<file path="src/pkg/rwa_pkg.sv">
// Purpose: shared constants and types for the receive word aligner block
// Assumes: one system clock, AXI4-Lite register access
// Notes: offsets are byte addresses
package rwa_pkg;
  // ****************************************
  // register map
  // ****************************************
  localparam logic [7:0] ADDR_CTRL = 8'h00;
  localparam logic [7:0] ADDR_STATUS = 8'h04;
  localparam logic [7:0] ADDR_IRQ_STAT = 8'h08;
  localparam logic [7:0] ADDR_IRQ_MASK = 8'h0c;
  localparam logic [7:0] ADDR_PRBS_CLR = 8'h10;
  localparam logic [7:0] ADDR_RUN_LIMIT = 8'h14;
  // ctrl fields
  localparam int CTRL_BITSLIP_MODE = 0;
  localparam int CTRL_MANUAL_MODE = 1;
  localparam int CTRL_SONET_SIZE = 2;
  localparam int CTRL_TX_IDLE = 3;
  // irq fields
  localparam int IRQ_PRBS_DONE = 0;
  localparam int IRQ_PRBS_ERR = 1;
  localparam int IRQ_RUN_ERR = 2;
  localparam int IRQ_ALIGN = 3;
  localparam int IRQ_W = 4;
  localparam int SLIP_W = 5;
  localparam int PMA_W = 8;
  localparam logic [31:0] CTRL_RST = 32'h0000_0000;
  localparam logic [15:0] RUN_LIMIT_RST = 16'h0020;
  localparam logic [1:0] RESP_OKAY = 2'h0;
  localparam logic [1:0] RESP_SLVERR = 2'h2;
  // PRBS7 polynomial taps x^7 + x^6 + 1
  localparam int PRBS_ORDER = 7;
  localparam logic [15:0] PRBS_PERIOD = 16'h007f;
  typedef struct packed {
    logic bitslip_mode;
    logic manual_mode;
    logic sonet_size;
    logic tx_idle;
  } rwa_ctrl_t;
endpackage

</file>
<file path="src/rtl/rwa_top.sv">
// Purpose: receive word aligner and PRBS status control with register bus
// Assumes: serial bits arrive one per clock on i_rx_bit
// Notes: lane pins are asynchronous and pass two flops before use
// Overview of operation
// in bitslip mode the slip count is reported on a 5-bit output.
// the run length flag rises when identical bits exceed the set limit.
// a manual alignment is requested by an edge of the align input.
// the SONET frame size selects A1A2 detection, only at 8-bit width.
// in bitslip mode each rising bitslip edge moves the word boundary by one bit.
// each slip drops the oldest received bit from the stream.
// the bitslip input is synchronised before its edges are found.
// PRBS done rises after a full error-free pass of the polynomial.
// PRBS errors are flagged only once done is high.
// the PRBS error flag pulses once per word in error at most.
// writing the PRBS clear register drops the done flag.
// while transmit idle is set the serial output is tristated.
// the core holds transmit idle low when idle is not wanted.
// signal detect is high while the input level passes threshold.
// the core synchronises signal detect before using it.
// only the rising edge of the align input starts an alignment.
//
// The address map and the AXI4-Lite interface to the registers were chosen for this implementation.
`timescale 1ns/1ps
`default_nettype none
module rwa_top #(
  parameter int WORD_W = rwa_pkg::PMA_W
) (
  // clock and reset
  input wire logic i_sys_clk,
  input wire logic i_nrst,
  // axi4-lite write
  input wire logic [7:0] i_awaddr,
  input wire logic i_awvalid,
  output logic o_awready,
  input wire logic [31:0] i_wdata,
  input wire logic [3:0] i_wstrb,
  input wire logic i_wvalid,
  output logic o_wready,
  output logic [1:0] o_bresp,
  output logic o_bvalid,
  input wire logic i_bready,
  // axi4-lite read
  input wire logic [7:0] i_araddr,
  input wire logic i_arvalid,
  output logic o_arready,
  output logic [31:0] o_rdata,
  output logic [1:0] o_rresp,
  output logic o_rvalid,
  input wire logic i_rready,
  // lane pins
  input wire logic i_rx_bit,
  input wire logic i_rx_bitslip,
  input wire logic i_rx_manual_align_req,
  input wire logic i_rx_level_above,
  // lane outputs
  output logic [rwa_pkg::SLIP_W-1:0] o_rx_slip_count,
  output logic o_rx_runlength_err,
  output logic [WORD_W-1:0] o_rx_word,
  output logic o_rx_word_valid,
  output logic o_rx_prbs_done,
  output logic o_rx_prbs_err,
  output logic o_rx_signal_detect,
  output logic o_tx_serial,
  output logic o_tx_serial_oe,
  output logic o_rx_detect_en,
  output logic o_irq
);
  // ****************************************
  // reset and input synchronisers
  // ****************************************
  logic [1:0] rst_sync;
  logic rst_n;
  always_ff @(posedge i_sys_clk or negedge i_nrst)
  begin
    if (!i_nrst)
      rst_sync <= 2'h0;
    else
      rst_sync <= {rst_sync[0], 1'b1};
  end
  assign rst_n = rst_sync[1];

  logic [3:0] sync_a;
  logic [3:0] sync_b;
  logic slip_d;
  logic align_d;
  // two-flop input sync
  always_ff @(posedge i_sys_clk or negedge rst_n)
  begin
    if (!rst_n)
    begin
      sync_a <= 4'h0;
      sync_b <= 4'h0;
      slip_d <= 1'b0;
      align_d <= 1'b0;
    end
    else
    begin
      sync_a <= {i_rx_level_above, i_rx_manual_align_req, i_rx_bitslip,
                 i_rx_bit};
      sync_b <= sync_a;
      slip_d <= sync_b[1];
      align_d <= sync_b[2];
    end
  end
  logic bit_in;
  logic slip_rise;
  logic align_rise;
  assign bit_in = sync_b[0];
  // rising slip edge
  assign slip_rise = sync_b[1] & ~slip_d;
  // rising align edge only
  assign align_rise = sync_b[2] & ~align_d;

  // ****************************************
  // registers
  // ****************************************
  rwa_pkg::rwa_ctrl_t ctrl;
  logic [15:0] run_limit;
  logic [rwa_pkg::IRQ_W-1:0] irq_stat;
  logic [rwa_pkg::IRQ_W-1:0] irq_mask;
  logic [rwa_pkg::IRQ_W-1:0] irq_evt;
  logic aw_hold;
  logic w_hold;
  logic [7:0] aw_addr;
  logic [31:0] w_data;
  logic do_write;
  logic prbs_clr_wr;
  logic stat_rd;
  logic [3:0] i_wstrb_q;
  assign do_write = aw_hold & w_hold & ~o_bvalid;
  assign prbs_clr_wr = do_write & (aw_addr == rwa_pkg::ADDR_PRBS_CLR);
  assign stat_rd = i_arvalid & o_arready &
                   (i_araddr == rwa_pkg::ADDR_IRQ_STAT);

  always_ff @(posedge i_sys_clk or negedge rst_n)
  begin
    if (!rst_n)
    begin
      aw_hold <= 1'b0;
      w_hold <= 1'b0;
      aw_addr <= 8'h00;
      w_data <= 32'h0000_0000;
      o_bvalid <= 1'b0;
      o_bresp <= rwa_pkg::RESP_OKAY;
    end
    else
    begin
      if (i_awvalid && o_awready)
      begin
        aw_hold <= 1'b1;
        aw_addr <= i_awaddr;
      end
      if (i_wvalid && o_wready)
      begin
        w_hold <= 1'b1;
        w_data <= i_wdata;
      end
      if (do_write)
      begin
        aw_hold <= 1'b0;
        w_hold <= 1'b0;
        o_bvalid <= 1'b1;
        case (aw_addr)
          rwa_pkg::ADDR_CTRL, rwa_pkg::ADDR_IRQ_MASK, rwa_pkg::ADDR_PRBS_CLR,
          rwa_pkg::ADDR_RUN_LIMIT, rwa_pkg::ADDR_STATUS,
          rwa_pkg::ADDR_IRQ_STAT: o_bresp <= rwa_pkg::RESP_OKAY;
          default: o_bresp <= rwa_pkg::RESP_SLVERR;
        endcase
      end
      else if (o_bvalid && i_bready)
        o_bvalid <= 1'b0;
    end
  end
  // registered readies, raised again once the response is gone
  always_ff @(posedge i_sys_clk or negedge rst_n)
  begin
    if (!rst_n)
    begin
      o_awready <= 1'b0;
      o_wready <= 1'b0;
    end
    else
    begin
      if (i_awvalid && o_awready)
        o_awready <= 1'b0;
      else if (!aw_hold && !o_bvalid)
        o_awready <= 1'b1;
      if (i_wvalid && o_wready)
        o_wready <= 1'b0;
      else if (!w_hold && !o_bvalid)
        o_wready <= 1'b1;
    end
  end

  always_ff @(posedge i_sys_clk or negedge rst_n)
  begin
    if (!rst_n)
    begin
      ctrl <= rwa_pkg::rwa_ctrl_t'(rwa_pkg::CTRL_RST[3:0]);
      run_limit <= rwa_pkg::RUN_LIMIT_RST;
      irq_mask <= '0;
    end
    else if (do_write)
    begin
      if (aw_addr == rwa_pkg::ADDR_CTRL && i_wstrb_q[0])
        ctrl <= '{w_data[rwa_pkg::CTRL_BITSLIP_MODE],
                  w_data[rwa_pkg::CTRL_MANUAL_MODE],
                  w_data[rwa_pkg::CTRL_SONET_SIZE],
                  w_data[rwa_pkg::CTRL_TX_IDLE]};
      if (aw_addr == rwa_pkg::ADDR_IRQ_MASK && i_wstrb_q[0])
        irq_mask <= w_data[rwa_pkg::IRQ_W-1:0];
      if (aw_addr == rwa_pkg::ADDR_RUN_LIMIT)
        run_limit <= w_data[15:0];
    end
  end
  always_ff @(posedge i_sys_clk or negedge rst_n)
  begin
    if (!rst_n)
      i_wstrb_q <= 4'h0;
    else if (i_wvalid && o_wready)
      i_wstrb_q <= i_wstrb;
  end

  // sticky events, set wins over read clear
  always_ff @(posedge i_sys_clk or negedge rst_n)
  begin
    if (!rst_n)
      irq_stat <= '0;
    else if (stat_rd)
      irq_stat <= irq_evt;
    else
      irq_stat <= irq_stat | irq_evt;
  end
  always_ff @(posedge i_sys_clk or negedge rst_n)
  begin
    if (!rst_n)
      o_irq <= 1'b0;
    else
      o_irq <= |((irq_stat | irq_evt) & irq_mask);
  end

  logic [31:0] rd_mux;
  always_comb
  begin
    rd_mux = 32'h0000_0000;
    case (i_araddr)
      rwa_pkg::ADDR_CTRL: rd_mux = {28'h0, ctrl.tx_idle, ctrl.sonet_size,
                                    ctrl.manual_mode, ctrl.bitslip_mode};
      rwa_pkg::ADDR_STATUS: rd_mux = {16'h0, 3'h0, o_rx_slip_count,
                                      4'h0, o_rx_signal_detect,
                                      o_rx_runlength_err, o_rx_prbs_err,
                                      o_rx_prbs_done};
      rwa_pkg::ADDR_IRQ_STAT: rd_mux = {28'h0, irq_stat};
      rwa_pkg::ADDR_IRQ_MASK: rd_mux = {28'h0, irq_mask};
      rwa_pkg::ADDR_RUN_LIMIT: rd_mux = {16'h0, run_limit};
      default: rd_mux = 32'h0000_0000;
    endcase
  end
  always_ff @(posedge i_sys_clk or negedge rst_n)
  begin
    if (!rst_n)
    begin
      o_rvalid <= 1'b0;
      o_rdata <= 32'h0000_0000;
      o_rresp <= rwa_pkg::RESP_OKAY;
    end
    else if (i_arvalid && o_arready)
    begin
      o_rvalid <= 1'b1;
      o_rdata <= rd_mux;
      o_rresp <= (i_araddr == rwa_pkg::ADDR_PRBS_CLR ||
                  i_araddr > rwa_pkg::ADDR_RUN_LIMIT ||
                  i_araddr[1:0] != 2'h0) ? rwa_pkg::RESP_SLVERR
                                         : rwa_pkg::RESP_OKAY;
    end
    else if (o_rvalid && i_rready)
      o_rvalid <= 1'b0;
  end
  always_ff @(posedge i_sys_clk or negedge rst_n)
  begin
    if (!rst_n)
      o_arready <= 1'b0;
    else if (i_arvalid && o_arready)
      o_arready <= 1'b0;
    else if (!o_rvalid)
      o_arready <= 1'b1;
  end

  // ****************************************
  // word assembly and bitslip
  // ****************************************
  logic [WORD_W-1:0] shreg;
  logic [$clog2(WORD_W+1)-1:0] bit_cnt;
  logic word_stb;
  assign word_stb = (bit_cnt == ($clog2(WORD_W+1))'(WORD_W - 1));
  // slip drops oldest bit by holding count for one cycle
  always_ff @(posedge i_sys_clk or negedge rst_n)
  begin
    if (!rst_n)
    begin
      shreg <= '0;
      bit_cnt <= '0;
      o_rx_word <= '0;
      o_rx_word_valid <= 1'b0;
    end
    else
    begin
      shreg <= {bit_in, shreg[WORD_W-1:1]};
      o_rx_word_valid <= word_stb;
      if (word_stb)
        o_rx_word <= {bit_in, shreg[WORD_W-1:1]};
      // one bit per edge
      if (ctrl.bitslip_mode && slip_rise)
        bit_cnt <= bit_cnt;
      else if (word_stb)
        bit_cnt <= '0;
      else
        bit_cnt <= bit_cnt + 1'b1;
    end
  end
  // slip count report
  always_ff @(posedge i_sys_clk or negedge rst_n)
  begin
    if (!rst_n)
      o_rx_slip_count <= '0;
    else if (!ctrl.bitslip_mode)
      o_rx_slip_count <= '0;
    else if (slip_rise)
      o_rx_slip_count <= (o_rx_slip_count == rwa_pkg::SLIP_W'(WORD_W - 1))
                         ? '0 : o_rx_slip_count + 1'b1;
  end

  // ****************************************
  // manual alignment and run length
  // ****************************************
  logic [15:0] run_len;
  logic prev_bit;
  logic align_evt;
  // edge starts alignment; A1A2 only at 8-bit width
  assign align_evt = ctrl.manual_mode & align_rise &
                     (!ctrl.sonet_size || WORD_W == rwa_pkg::PMA_W);
  // run length compare
  always_ff @(posedge i_sys_clk or negedge rst_n)
  begin
    if (!rst_n)
    begin
      run_len <= 16'h0001;
      prev_bit <= 1'b0;
      o_rx_runlength_err <= 1'b0;
    end
    else
    begin
      prev_bit <= bit_in;
      if (bit_in == prev_bit && run_len != 16'hffff)
        run_len <= run_len + 16'h0001;
      else if (bit_in != prev_bit)
        run_len <= 16'h0001;
      o_rx_runlength_err <= (run_len > run_limit);
    end
  end

  // ****************************************
  // prbs verifier
  // ****************************************
  logic [rwa_pkg::PRBS_ORDER-1:0] lfsr;
  logic [15:0] pass_cnt;
  logic miss;
  logic [WORD_W-1:0] word_miss;
  logic bad;
  logic done_set;
  assign miss = bit_in ^ (lfsr[rwa_pkg::PRBS_ORDER-1] ^
                          lfsr[rwa_pkg::PRBS_ORDER-2]);
  // all-zero history is the lock-up state, never a pattern
  assign bad = miss | (lfsr == '0);
  assign done_set = ~prbs_clr_wr & ~bad & ~o_rx_prbs_done &
                    (pass_cnt == rwa_pkg::PRBS_PERIOD);
  always_ff @(posedge i_sys_clk or negedge rst_n)
  begin
    if (!rst_n)
    begin
      lfsr <= '0;
      pass_cnt <= 16'h0000;
      word_miss <= '0;
      o_rx_prbs_done <= 1'b0;
      o_rx_prbs_err <= 1'b0;
    end
    else
    begin
      lfsr <= {lfsr[rwa_pkg::PRBS_ORDER-2:0], bit_in};
      word_miss <= word_stb ? '0 : {word_miss[WORD_W-2:0], miss};
      // after done, one pulse per word
      o_rx_prbs_err <= word_stb & o_rx_prbs_done & (miss | (|word_miss));
      // clear write drops done
      if (prbs_clr_wr)
      begin
        o_rx_prbs_done <= 1'b0;
        pass_cnt <= 16'h0000;
      end
      // done after full clean pass
      else if (bad)
        pass_cnt <= 16'h0000;
      else if (pass_cnt == rwa_pkg::PRBS_PERIOD)
        o_rx_prbs_done <= 1'b1;
      else
        pass_cnt <= pass_cnt + 16'h0001;
    end
  end

  // ****************************************
  // lane misc
  // ****************************************
  // idle tristates tx and enables detect
  always_ff @(posedge i_sys_clk or negedge rst_n)
  begin
    if (!rst_n)
    begin
      o_tx_serial <= 1'b0;
      o_tx_serial_oe <= 1'b0;
      o_rx_detect_en <= 1'b0;
      o_rx_signal_detect <= 1'b0;
    end
    else
    begin
      o_tx_serial <= lfsr[rwa_pkg::PRBS_ORDER-1] ^
                     lfsr[rwa_pkg::PRBS_ORDER-2];
      o_tx_serial_oe <= ~ctrl.tx_idle;
      o_rx_detect_en <= ctrl.tx_idle;
      // threshold level
      o_rx_signal_detect <= sync_b[3];
    end
  end
  // rising edges only, so a level flag does not refill the sticky bit
  assign irq_evt = {align_evt, (run_len > run_limit) & ~o_rx_runlength_err,
                    o_rx_prbs_err, done_set};

  // ****************************************
  // checks
  // ****************************************
  property p_idle_oe;
    @(posedge i_sys_clk) disable iff (!rst_n)
    ctrl.tx_idle |=> !o_tx_serial_oe && o_rx_detect_en;
  endproperty
  a_idle_oe: assert property (p_idle_oe) else $error("idle oe");
  property p_err_done;
    @(posedge i_sys_clk) disable iff (!rst_n)
    o_rx_prbs_err |-> $past(o_rx_prbs_done);
  endproperty
  a_err_done: assert property (p_err_done) else $error("err early");
  property p_err_pulse;
    @(posedge i_sys_clk) disable iff (!rst_n)
    o_rx_prbs_err |=> !o_rx_prbs_err;
  endproperty
  a_err_pulse: assert property (p_err_pulse) else $error("err");
  property p_clr;
    @(posedge i_sys_clk) disable iff (!rst_n)
    prbs_clr_wr |=> !o_rx_prbs_done;
  endproperty
  a_clr: assert property (p_clr) else $error("clr");
  property p_slip;
    @(posedge i_sys_clk) disable iff (!rst_n)
    ctrl.bitslip_mode && slip_rise &&
      o_rx_slip_count != rwa_pkg::SLIP_W'(WORD_W - 1) |=>
      o_rx_slip_count == $past(o_rx_slip_count) + 5'h01;
  endproperty
  a_slip: assert property (p_slip) else $error("slip");
  property p_align;
    @(posedge i_sys_clk) disable iff (!rst_n)
    align_evt |=> !align_evt;
  endproperty
  a_align: assert property (p_align) else $error("align");
  property p_run;
    @(posedge i_sys_clk) disable iff (!rst_n)
    run_len > run_limit |=> o_rx_runlength_err;
  endproperty
  a_run: assert property (p_run) else $error("run");
  property p_sd;
    @(posedge i_sys_clk) disable iff (!rst_n)
    sync_b[3] |=> o_rx_signal_detect;
  endproperty
  a_sd: assert property (p_sd) else $error("sd");
endmodule
`default_nettype wire

</file>
<file path="config.mk">
export PLATFORM = sky130hd
export DESIGN_NAME = rwa_top
export DESIGN_NICKNAME = d
export VERILOG_FILES = /design/src/pkg/rwa_pkg.sv /design/src/rtl/rwa_top.sv
export SDC_FILE = /design/constraint.sdc
export NUM_CORES = 1
export LEC_CHECK = 0
export ABC_AREA = 1
export BUFFER_PORTS_ARGS = -buffer_cell sky130_fd_sc_hd__buf_2
export CAP_MARGIN = 20
export CORE_MARGIN = 2
export CORE_UTILIZATION = 50
export DETAILED_ROUTE_END_ITERATION = 8
export PLACE_DENSITY = 0.81
export SYNTH_ARGS = -nofsm -noshare
export SYNTH_HDL_FRONTEND = slang
export SYNTH_SLANG_ARGS = --single-unit
export TNS_END_PERCENT = 30
</file>
<file path="constraint.sdc">
create_clock -name i_sys_clk -period 13.6 [get_ports i_sys_clk]
set_input_delay 1.36 -clock i_sys_clk [delete_from_list [all_inputs] [get_ports i_sys_clk]]
set_output_delay 1.36 -clock i_sys_clk [all_outputs]
set_load 0.05 [all_outputs]
</file>
==> summary.log, run 1 <==
[route] number of detailed-routing iterations run before antenna repair 5
[clock_network] number of hold buffers added after CTS 0
[power] Peak supply drop 0.0001529 V
[clock_network] Sink Count 163
[clock_network] PostCTS Resize Cnt 0
[sta] highest clock frequency the design can meet 0.3947 GHz
[synth] number of warnings issued by yosys 0
[clock_network] setup repair bufs after CTS 0
[power] static leakage 4.329 nW
[placed_design] final HPWL from detailed placement 11.59 mm
[layout] most common cell after layout, fill and taps aside sky130_fd_sc_hd__dfrtp_1
[grt] vias in the first global route 5571
[grt] sum of overflow across all layers after global routing 0
[grt] wire length of the first global-routing pass 26.78 mm
[placed_design] count of input and output buffers 88
[power] power density over the cells 174.2 mW/mm²
[layout] antenna fix cells 0
[sta] share of the cycle needed by the critical path after routing 18.63%
[placed_design] weighted congestion reported at the end of routability-driven placement 0.9072
[sta] final hold viol count 0
[setup_path] Required @ worst endpoint 12.24 ns
[layout] filler instances 1255
[synth] share of synthesized area occupied by flip-flops and latches 54.74%
[sta] endpoints failing setup 0
[setup_path] critical path, cell by cell buf_2
[grt] pin count of the biggest net entering global routing 68
[sta] final-report max-slew violation count 0
[setup_path] reg-to-reg critical path endpoint word_miss[6]
[route] DRC violation count after routing 0
[setup_path] kind of cell adding the most delay to the critical path flip-flops
[grt] Most Used Layer, Global Route met2
[route] Initial DRC Count 506
[sta] minimum clock period after layout 2.534 ns
[synth] number of enable-type register cells in the synthesized netlist 0
[clock_network] H-tree depth 4
[floorplan] Die Area 0.01591 mm²
[setup_path] critical path peak fanout 5
[setup_path] master of the slowest instance on the critical path sky130_fd_sc_hd__dfrtp_1
[setup_path] worst reg2reg setup slack 11.39 ns
[floorplan] die outline height 126.1 µm
[grt] fraction of met2 tracks used by global routing 31.82%
[layout] Layout Area Growth over Synthesis 15.56%
[route] drt via density 5.178
[synth] average footprint of a synthesized cell 8.897 µm²
[floorplan] I/O pin cnt 126
[floorplan] starting density of the core 51.30%
[route] residual antenna-violating net count after detailed routing 0
[sta] slew of the pin with the lowest slew margin 1.021 ns
[floorplan] Die X-Extent 126.1 µm
[route] final WL 16.04 mm
[setup_path] signal arrival time at the worst endpoint 1.17 ns
[grt] overall global routing resource usage 21.16%
[synth] predominant post-synthesis flop cell sky130_fd_sc_hd__dfrtp_1
[setup_path] CP Launch Type register
[outcome] result of the run complete, no violations
[setup_path] Largest stage delay, worst path 0.44 ns
[route] final routed wire length divided by cell count 14.19 µm
[sta] relative slew slack 31.78%
[clock_network] clk buf depth 2
[floorplan] standard-cell row count 44
[clock_network] TritonCTS clock tree done
[synth] cells after synthesis 838
[synth] synthesized area 0.007456 mm²
[route] vias after detailed routing 5856
[setup_path] count of buffer and inverter cells on the critical path 1
[setup_path] launching point of the worst reg2reg path rst_sync[1]
[setup_path] R2R depth 2
[sta] Fin Setup TNS 0 ns
[sta] unrepaired setup endpoints after global routing no
[setup_path] Critical Path Sink Type output pin
[synth] count of different cell masters after synthesis 44
[layout] final net count 1017
[grt] number of antenna violations at the first check in global routing 0
[synth] synthesis-stage register bit count 163
[power] final total power 1.501 mW
[sta] clk_skew 0.006051 ns
[floorplan] core region area 0.01453 mm²
[clock_network] number of clock buffers inserted by TritonCTS 17
[layout] most frequent cells in the layout 160 x sky130_fd_sc_hd__dfrtp_1, 159 x sky130_fd_sc_hd__nand2_1, 124 x sky130_fd_sc_hd__inv_1
[setup_path] class of the most critical setup path reg -> out
[grt] met1 track demand over resource 29.80%
[run] max_cap viols 0
[clock_network] Clock Root Buffer sky130_fd_sc_hd__clkbuf_16
[grt] met3 Use GR 5.523%
[layout] share of final-layout standard cells stronger than drive strength 1 16.79%
[clock_network] clock-pin slew reported for the worst setup and hold paths after clock tree synthesis 0.06 ns
[synth] proportion of synthesized flip-flops having asynchronous set or reset 100.0%
[clock_network] clk_lat worst skew 0.43 ns
[worst_hold_path] path type of the worst min-delay path reg -> async
-- registers in the layout (all words and copies together), names as in the netlist, 5 cells and up --
register and cells:
w_data 16, aw_addr 8, lfsr 6, run_limit 16
o_rx_slip_count 5, o_rx_word 8, o_rdata 16, run_len 16
word_miss 8, pass_cnt 16
-- kinds of logic (layout without fill, tap and decap cells) --
kind of cell	count (synthesis)	count (layout)	synth area share, %
AND/OR/NAND/NOR	330	330	19.87
AO/OA/AOI/OAI	149	149	10.94
XOR/XNOR	12	12	1.410
adder cells (fa/ha/maj)	20	20	3.356
other	2	19	0.1007
flip-flops	163	163	54.74
buffers and inverters	158	250	8.978
multiplexers	4	4	0.6041
-- how the worst max path moves through the flow --
stage	startpoint	end	slack, ns	cells after the start
5_1_grt	i_arvalid	o_rresp[1]	10.97	4
6_report	o_rx_slip_count[3]	o_rx_slip_count[3]	11.07	1
2_1_floorplan	rst_sync[1]	align_d	8.73	0
3_3_place_gp	i_arvalid	o_rresp[1]	10.67	4
3_5_place_dp	i_arvalid	o_rresp[1]	10.65	4
4_1_cts	o_rx_slip_count[0]	o_rx_slip_count[0]	11.06	1
-- cell usage after synthesis, types with 2 or more instances --
cell type / count / area share (%)
sky130_fd_sc_hd__xor2_1: 11 / 1.3
sky130_fd_sc_hd__nand2_4: 2 / 0.30
sky130_fd_sc_hd__inv_1: 124 / 6.2
sky130_fd_sc_hd__clkbuf_1: 9 / 0.45
sky130_fd_sc_hd__a21oi_1: 46 / 3.1
sky130_fd_sc_hd__nor3_1: 11 / 0.74
sky130_fd_sc_hd__nand2_1: 159 / 8.0
sky130_fd_sc_hd__o21ai_0: 69 / 4.6
sky130_fd_sc_hd__o22ai_1: 10 / 0.84
sky130_fd_sc_hd__a31oi_1: 6 / 0.50
sky130_fd_sc_hd__buf_4: 18 / 1.8
sky130_fd_sc_hd__nand4_1: 12 / 1.0
sky130_fd_sc_hd__inv_2: 3 / 0.15
sky130_fd_sc_hd__o31ai_1: 9 / 0.91
sky130_fd_sc_hd__nand2_2: 7 / 0.59
sky130_fd_sc_hd__dfstp_2: 2 / 0.70
sky130_fd_sc_hd__dfrtp_1: 161 / 54
sky130_fd_sc_hd__mux2_2: 4 / 0.60
sky130_fd_sc_hd__nor4_1: 5 / 0.42
sky130_fd_sc_hd__nand3_1: 30 / 2.0
sky130_fd_sc_hd__nor2_1: 83 / 4.2
sky130_fd_sc_hd__nor3_2: 5 / 0.67
sky130_fd_sc_hd__conb_1: 2 / 0.10
sky130_fd_sc_hd__nor2_2: 6 / 0.50
sky130_fd_sc_hd__buf_2: 3 / 0.20
sky130_fd_sc_hd__ha_1: 20 / 3.4
sky130_fd_sc_hd__nor2_4: 4 / 0.60
-- report_power, final --
part	leakage (nW)	total, mW	internal [mW]	switching (mW)
Clock	0.287	0.476	0.289	0.187
Sequential	2.05	0.646	0.586	0.0602
Combinational	1.99	0.379	0.102	0.277
Total	4.33	1.50	0.977	0.524
-- metal layers --
layer	part of all wire (%)	vias to the layer above
li1	-	2865
met1	46	2743
met2	44	221
met3	7.0	27
met4	2.1	0
met5	0	-
-- cell type report --
| cell class | instances | area [µm²] | area share, % |
|---|---|---|---|
| Inverter | 128 | 485.5 | 5.635 |
| Sequential cell | 163 | 4085 | 47.42 |
| Clock buffer | 24 | 491.7 | 5.707 |
| Clock inverter | 8 | 98.84 | 1.147 |
| Tap cell | 184 | 230.2 | 2.672 |
| Timing Repair Buffer | 90 | 455.4 | 5.286 |
| Multi-Input combinational cell | 534 | 2769 | 32.14 |
-- per-stage QoR --
| step | setup WS [ns] | cell area, µm² | std cells | hold WS, ns | util, % |
|---|---|---|---|---|---|
| global placement | 10.67 | 8025 | 1099 | 0.2512 | 55.22 |
| CTS | 11.06 | 8616 | 1131 | 0.2598 | 59.28 |
| global route | 10.97 | 8616 | 1131 | 0.2845 | 59.28 |
| detailed placement | 10.65 | 8025 | 1099 | 0.2549 | 55.22 |
| finish | 11.07 | 8616 | 1131 | 0.2444 | 59.28 |
| floorplan | 8.725 | 7520 | 855 | 0.3312 | - |
Power figures use the tool's default switching activity.
==> run 2: changes to the inputs <==
- ABC_AREA: 1 -> 0
- clock period: 13.6 -> 2.4 ns (I/O delays scaled with it)
==> summary.log, run 2 <==
[outcome] result of the run complete, no violations
[synth] share of synthesized area occupied by flip-flops and latches 56.41%
[synth] average footprint of a synthesized cell 11.49 µm²
[synth] synthesis-stage register bit count 163
[setup_path] master of the slowest instance on the critical path sky130_fd_sc_hd__nor4_1
[run] max_cap viols 0
[clock_network] setup repair bufs after CTS 0
[worst_hold_path] Worst Hold Path Cells 2
[setup_path] CP Launch Type register
[synth] fraction of the mapped netlist area in simple logic gates 14.92%
[layout] most frequent cells in the layout 160 x sky130_fd_sc_hd__dfrtp_1, 88 x sky130_fd_sc_hd__buf_2, 77 x sky130_fd_sc_hd__nand2_1
[clock_network] number of clock buffers inserted by TritonCTS 17
[setup_path] critical path, cell by cell ha_1 -> nand4_1 -> nor4_1 -> a211oi_1 -> o21ai_0
[layout] design area 0.008473 mm²
[synth] area share of the largest cell type after synthesis 55.68%
[clock_network] clk buf depth 2
[route] drt via density 5.346
[power] power share of the combinational group 24.0%
[sta] minimum hold slack 0.04022 ns
[floorplan] die outline height 124.3 µm
[floorplan] standard-cell row count 43
[synth] ranking of synthesized cells by area sky130_fd_sc_hd__dfrtp_1 56%, sky130_fd_sc_hd__mux2_2 6.2%, sky130_fd_sc_hd__nand2_1 4.0%
[synth] number of enable-type register cells in the synthesized netlist 0
[grt] overall global routing resource usage 20.15%
[route] final routed wire length divided by cell count 15.95 µm
[grt] number of antenna violations at the first check in global routing 0
[synth] library cell with the highest instance count after synthesis sky130_fd_sc_hd__dfrtp_1
[layout] share of final-layout standard cells stronger than drive strength 1 25.13%
[placed_design] placement-stage cell area 0.007834 mm²
[synth] combinational family with the most area after synthesis simple AND/OR/NAND/NOR gates
[floorplan] I/O pin cnt 126
[power] Clk network pwr share 30.6%
[sta] minimum clock period after layout 2.184 ns
[synth] predominant post-synthesis flop cell sky130_fd_sc_hd__dfrtp_1
[setup_path] Required @ worst endpoint 2.75 ns
[sta] share of the cycle needed by the critical path after routing 91.02%
[sta] Fin Setup TNS 0 ns
[power] switching share of total power 34.87%
[power] static leakage 4.074 nW
[floorplan] Die Area 0.01545 mm²
[floorplan] Die X-Extent 124.3 µm
[layout] Layout Area Growth over Synthesis 17.10%
[power] Peak supply drop 0.0005720 V
[synth] fraction of the mapped netlist area in compound gates 7.332%
[synth] Post-Synth Adder-Cell Area 3.458%
[synth] share of cell area taken by muxes after synthesis 9.995%
[setup_path] R2R depth 5
[synth] XOR/XNOR share of the synthesized area 3.389%
[placed_design] final HPWL from detailed placement 10.74 mm
[setup_path] class of the most critical setup path reg -> reg
[clock_network] Sink Count 163
[floorplan] starting density of the core 51.73%
[grt] pin count of the biggest net entering global routing 44
[sta] clk_skew 0.01477 ns
[power] Net Sw Power 2.924 mW
[setup_path] signal arrival time at the worst endpoint 2.54 ns
[synth] proportion of synthesized flip-flops having asynchronous set or reset 100.0%
[worst_hold_path] path type of the worst min-delay path in -> reg
[route] DRC violation count after routing 0
[synth] synthesized area 0.007236 mm²
[clock_network] TritonCTS clock tree done
[synth] area leader, netlist sky130_fd_sc_hd__dfrtp_1
[sta] unrepaired setup endpoints after global routing no
[power] sequential fraction of design power 45.3%
[layout] final net count 818
[sta] final-report max-slew violation count 0
[route] final WL 14.81 mm
[setup_path] critical path peak fanout 4
[clock_network] clk_lat worst skew 0.43 ns
[synth] number of warnings issued by yosys 0
[placed_design] count of input and output buffers 88
[route] Initial DRC Count 302
[setup_path] Largest stage delay, worst path 0.68 ns
[synth] count of different cell masters after synthesis 61
[placed_design] weighted congestion reported at the end of routability-driven placement 0.8648
[setup_path] Critical Path Sink Type register
[clock_network] H-tree depth 4
[sta] final hold viol count 0
[synth] top cells by count, synth 161 x sky130_fd_sc_hd__dfrtp_1, 77 x sky130_fd_sc_hd__nand2_1, 40 x sky130_fd_sc_hd__mux2_2, 37 x sky130_fd_sc_hd__nor2_1, 26 x sky130_fd_sc_hd__inv_1
[route] vias after detailed routing 4961
[clock_network] clock-pin slew reported for the worst setup and hold paths after clock tree synthesis 0.07 ns
[clock_network] Clock Root Buffer sky130_fd_sc_hd__clkbuf_16
[floorplan] core region area 0.01399 mm²
[synth] cells after synthesis 630
[grt] sum of overflow across all layers after global routing 0
[power] total internal power 5.462 mW
[route] number of detailed-routing iterations run before antenna repair 5
[power] power density over the cells 989.7 mW/mm²
[sta] highest clock frequency the design can meet 0.4578 GHz
[sta] relative slew slack 37.40%
[grt] wire length of the first global-routing pass 24.98 mm
[layout] most common cell after layout, fill and taps aside sky130_fd_sc_hd__dfrtp_1
[route] residual antenna-violating net count after detailed routing 0
[sta] endpoints failing setup 0
[grt] vias in the first global route 5148
[placed_design] number of cells in the design after placement 889
[layout] antenna fix cells 0
[sta] slew of the pin with the lowest slew margin 0.9367 ns
[layout] post-route non-filler standard cell count 928
-- run 2: cell type report --
cell class,instances,area (µm²)
Sequential cell,163,4085
Clock buffer,18,439.2
Inverter,26,97.59
Clock inverter,14,130.1
Tap cell,180,225.2
Fill cell,1146,5515
Multi-Input combinational cell,424,2900
Timing Repair Buffer,103,595.6
-- run 2: final timing paths --
kind / startpoint / slack (ns) / to
max in group asynchronous: rst_sync[1] / 1.36 / w_data[8]
worst max register to register: run_len[15] / 0.22 / irq_stat[2]
min in group asynchronous: i_nrst / 0.12 / rst_sync[1]
worst max-delay path: run_len[15] / 0.22 / irq_stat[2]
worst min register to register: rst_sync[1] / 0.28 / run_len[6]
worst min-delay path: i_wdata[9] / 0.04 / w_data[9]
-- run 2: repair_timing --
item,4_1_cts,5_1_grt
endpoints found under the hold margin,8,0
resized for setup,0,0
hold buffers,7,0
-- run 2: cell families (layout without fill, tap and decap cells) --
logic type               after synthesis  after routing
AND/OR/NAND/NOR                      211            211
flip-flops                           163            163
AO/OA/AOI/OAI                         85             85
multiplexers                          61             61
buffers and inverters                 60            161
XOR/XNOR                              28             28
adder cells (fa/ha/maj)               20             20
other                                  2             19
-- run 2: power by group through the flow --
| stage | sequential (mW) | combinational [mW] | clock, mW |
|---|---|---|---|
| floorplan | 4.21 | 1.06 | 0 |
| global placement | 3.79 | 1.93 | 0 |
| detailed placement | 3.84 | 2.01 | 0 |
| CTS | 3.79 | 2.03 | 2.63 |
| global route | 3.87 | 2.21 | 2.76 |
| finish | 3.80 | 2.01 | 2.57 |
-- run 2: per-layer routing --
metal  global-route usage [%]  part of all wire, %  vias up
met5                        0                    0        -
met4                    7.535                  1.5        0
met3                    4.467                  3.9       17
met2                    33.14                   50      125
met1                    26.34                   44     2453
li1                         -                    -     2366
-- run 2: stage by stage --
stage	power (mW)	utilization [%]	setup slack, ns
after floorplan	5.263	-	0.4796
after global placement	5.714	56.00	0.2795
after detailed placement	5.844	56.00	0.2705
after CTS	8.456	60.57	0.2565
after global routing	8.833	60.57	0.1163
final	8.386	60.57	0.2155
-- run 2: critical path: cells and delay by family, from the launching register on --
| kind | cells | cell delay [ns] |
|---|---|---|
| DFF | 1 | 0.44 |
| AOI/OAI and AO/OA | 2 | 0.48 |
| and+or+nand+nor | 2 | 0.87 |
| adders and majority gates | 1 | 0.33 |
==> run 3: changes to the inputs <==
- BUFFER_PORTS_ARGS: -buffer_cell sky130_fd_sc_hd__buf_2 -> default
- DONT_BUFFER_PORTS: default -> 1
- PLACE_DENSITY: 0.81 -> 0.74
==> summary.log, run 3 (synthesis gave the netlist of run 2 again) <==
[power] power share of the combinational group 17.3%
[power] final total power 8.239 mW
[placed_design] final HPWL from detailed placement 10.42 mm
[clock_network] number of clock buffers inserted by TritonCTS 17
[setup_path] critical path peak fanout 3
[sta] slew of the pin with the lowest slew margin 0.6651 ns
[power] power density over the cells 990.6 mW/mm²
[grt] wire length of the first global-routing pass 25.12 mm
[floorplan] I/O pin cnt 126
[sta] clk_skew 0.01129 ns
[power] sequential fraction of design power 51.5%
[power] Clk network pwr share 31.2%
[placed_design] count of input and output buffers 0
[sta] final-report max-slew violation count 0
[setup_path] CP Launch Type register
[route] DRC violation count after routing 0
[setup_path] Critical Path Sink Type register
[layout] most common cell after layout, fill and taps aside sky130_fd_sc_hd__dfrtp_1
[placed_design] weighted congestion reported at the end of routability-driven placement 0.8704
[grt] sum of overflow across all layers after global routing 0
[sta] setup slack of the critical path after layout 0.2438 ns
[grt] vias in the first global route 4886
[floorplan] Die X-Extent 124.3 µm
[setup_path] Required @ worst endpoint 2.69 ns
[sta] relative slew slack 55.42%
[sta] highest clock frequency the design can meet 0.4638 GHz
[placed_design] Worst Setup Slack post-DPL 0.3213 ns
[floorplan] die outline height 124.3 µm
[clock_network] clk_lat worst skew 0.43 ns
[route] drt via density 5.571
[clock_network] TritonCTS clock tree done
[grt] pin count of the biggest net entering global routing 66
[setup_path] class of the most critical setup path reg -> reg
[setup_path] signal arrival time at the worst endpoint 2.45 ns
[sta] unrepaired setup endpoints after global routing no
[power] Net Sw Power 2.822 mW
[clock_network] H-tree depth 4
[sta] endpoints failing setup 0
[layout] final net count 760
[clock_network] Clock Root Buffer sky130_fd_sc_hd__clkbuf_16
[outcome] result of the run complete, no violations
[clock_network] setup repair bufs after CTS 0
[clock_network] clk buf depth 2
[power] total internal power 5.416 mW
[route] residual antenna-violating net count after detailed routing 0
[grt] overall global routing resource usage 20.36%
[grt] number of antenna violations at the first check in global routing 0
[power] static leakage 3.807 nW
[placed_design] placement-stage cell area 0.007423 mm²
[clock_network] Sink Count 163
[power] Peak supply drop 0.0007229 V
[sta] Fin Setup TNS 0 ns
[run] max_cap viols 0
[route] final routed wire length divided by cell count 16.97 µm
[route] number of detailed-routing iterations run before antenna repair 5
[layout] Util after Layout 59.45%
[placed_design] number of cells in the design after placement 805
[floorplan] core region area 0.01399 mm²
[power] switching share of total power 34.26%
[floorplan] starting density of the core 51.73%
[sta] final hold viol count 0
[route] Initial DRC Count 331
[layout] post-route non-filler standard cell count 870
[layout] most frequent cells in the layout 160 x sky130_fd_sc_hd__dfrtp_1, 77 x sky130_fd_sc_hd__nand2_1, 40 x sky130_fd_sc_hd__mux2_2
[floorplan] Die Area 0.01545 mm²
[clock_network] clock-pin slew reported for the worst setup and hold paths after clock tree synthesis 0.06 ns
[worst_hold_path] path type of the worst min-delay path in -> reg
[route] final WL 14.76 mm
[layout] Layout Area Growth over Synthesis 14.94%
[sta] minimum clock period after layout 2.156 ns
[layout] design area 0.008317 mm²
[sta] share of the cycle needed by the critical path after routing 89.84%
[route] vias after detailed routing 4847
[layout] share of final-layout standard cells stronger than drive strength 1 14.93%
[sta] minimum hold slack 0.03223 ns
[floorplan] standard-cell row count 43
[layout] antenna fix cells 0
-- run 3: changes by cell type in the layout (fill, tap and decap cells not counted), moves of 2 or more --
cell,previous run,this run
sky130_fd_sc_hd__buf_2,88,0
sky130_fd_sc_hd__buf_4,6,10
sky130_fd_sc_hd__clkbuf_8,1,3
sky130_fd_sc_hd__dlygate4sd3_1,7,33
sky130_fd_sc_hd__inv_6,7,5
-- run 3: per-layer routing --
layer	vias to the layer above	track usage (%)	wire [µm]
met1	2425	26.61	6433
met5	-	0	0
met4	0	5.288	199
met2	140	32.98	7189
li1	2263	-	-
met3	19	6.701	938
-- run 3: timing repair --
action                                 CTS  global route
endpoints found under the hold margin   34             0
gates resized for setup                  0             0
hold buffers                            33             0
-- run 3: layout make-up --
class	count	area [µm²]
Fill cell	1104	5672
Sequential cell	163	4085
Multi-Input combinational cell	424	2900
Clock buffer	21	470.5
Timing Repair Buffer	45	445.4
Tap cell	180	225.2
Inverter	26	97.59
Clock inverter	11	92.59
-- run 3: final timing paths --
kind	start	endpoint	slack, ns	cells after the start
worst max-delay path	run_limit[5]	irq_stat[2]	0.24	7
worst min-delay path	i_araddr[4]	o_rdata[10]	0.03	2
worst max register to register	run_limit[5]	irq_stat[2]	0.24	7
worst min register to register	rst_sync[1]	o_wready	0.31	0
max in group asynchronous	rst_sync[1]	run_limit[5]	1.35	1
min in group asynchronous	i_nrst	rst_sync[1]	0.04	1
-- run 3: worst max-delay path, stage by stage (launching register included) --
cell                       delay (ns)
sky130_fd_sc_hd__dfstp_2         0.56
sky130_fd_sc_hd__inv_1           0.05
sky130_fd_sc_hd__ha_1            0.31
sky130_fd_sc_hd__a21oi_1         0.17
sky130_fd_sc_hd__o21ai_0         0.10
sky130_fd_sc_hd__a22o_1          0.24
sky130_fd_sc_hd__a211oi_1        0.43
sky130_fd_sc_hd__o21ai_0         0.17
-- run 3: power groups by stage --
| stage | sequential, mW | combinational [mW] | clock, mW |
|---|---|---|---|
| global route | 4.32 | 1.61 | 2.75 |
| finish | 4.25 | 1.43 | 2.57 |
| detailed placement | 4.30 | 1.39 | 0 |
| CTS | 4.25 | 1.44 | 2.61 |
| global placement | 4.26 | 1.31 | 0 |
| floorplan | 4.21 | 1.06 | 0 |
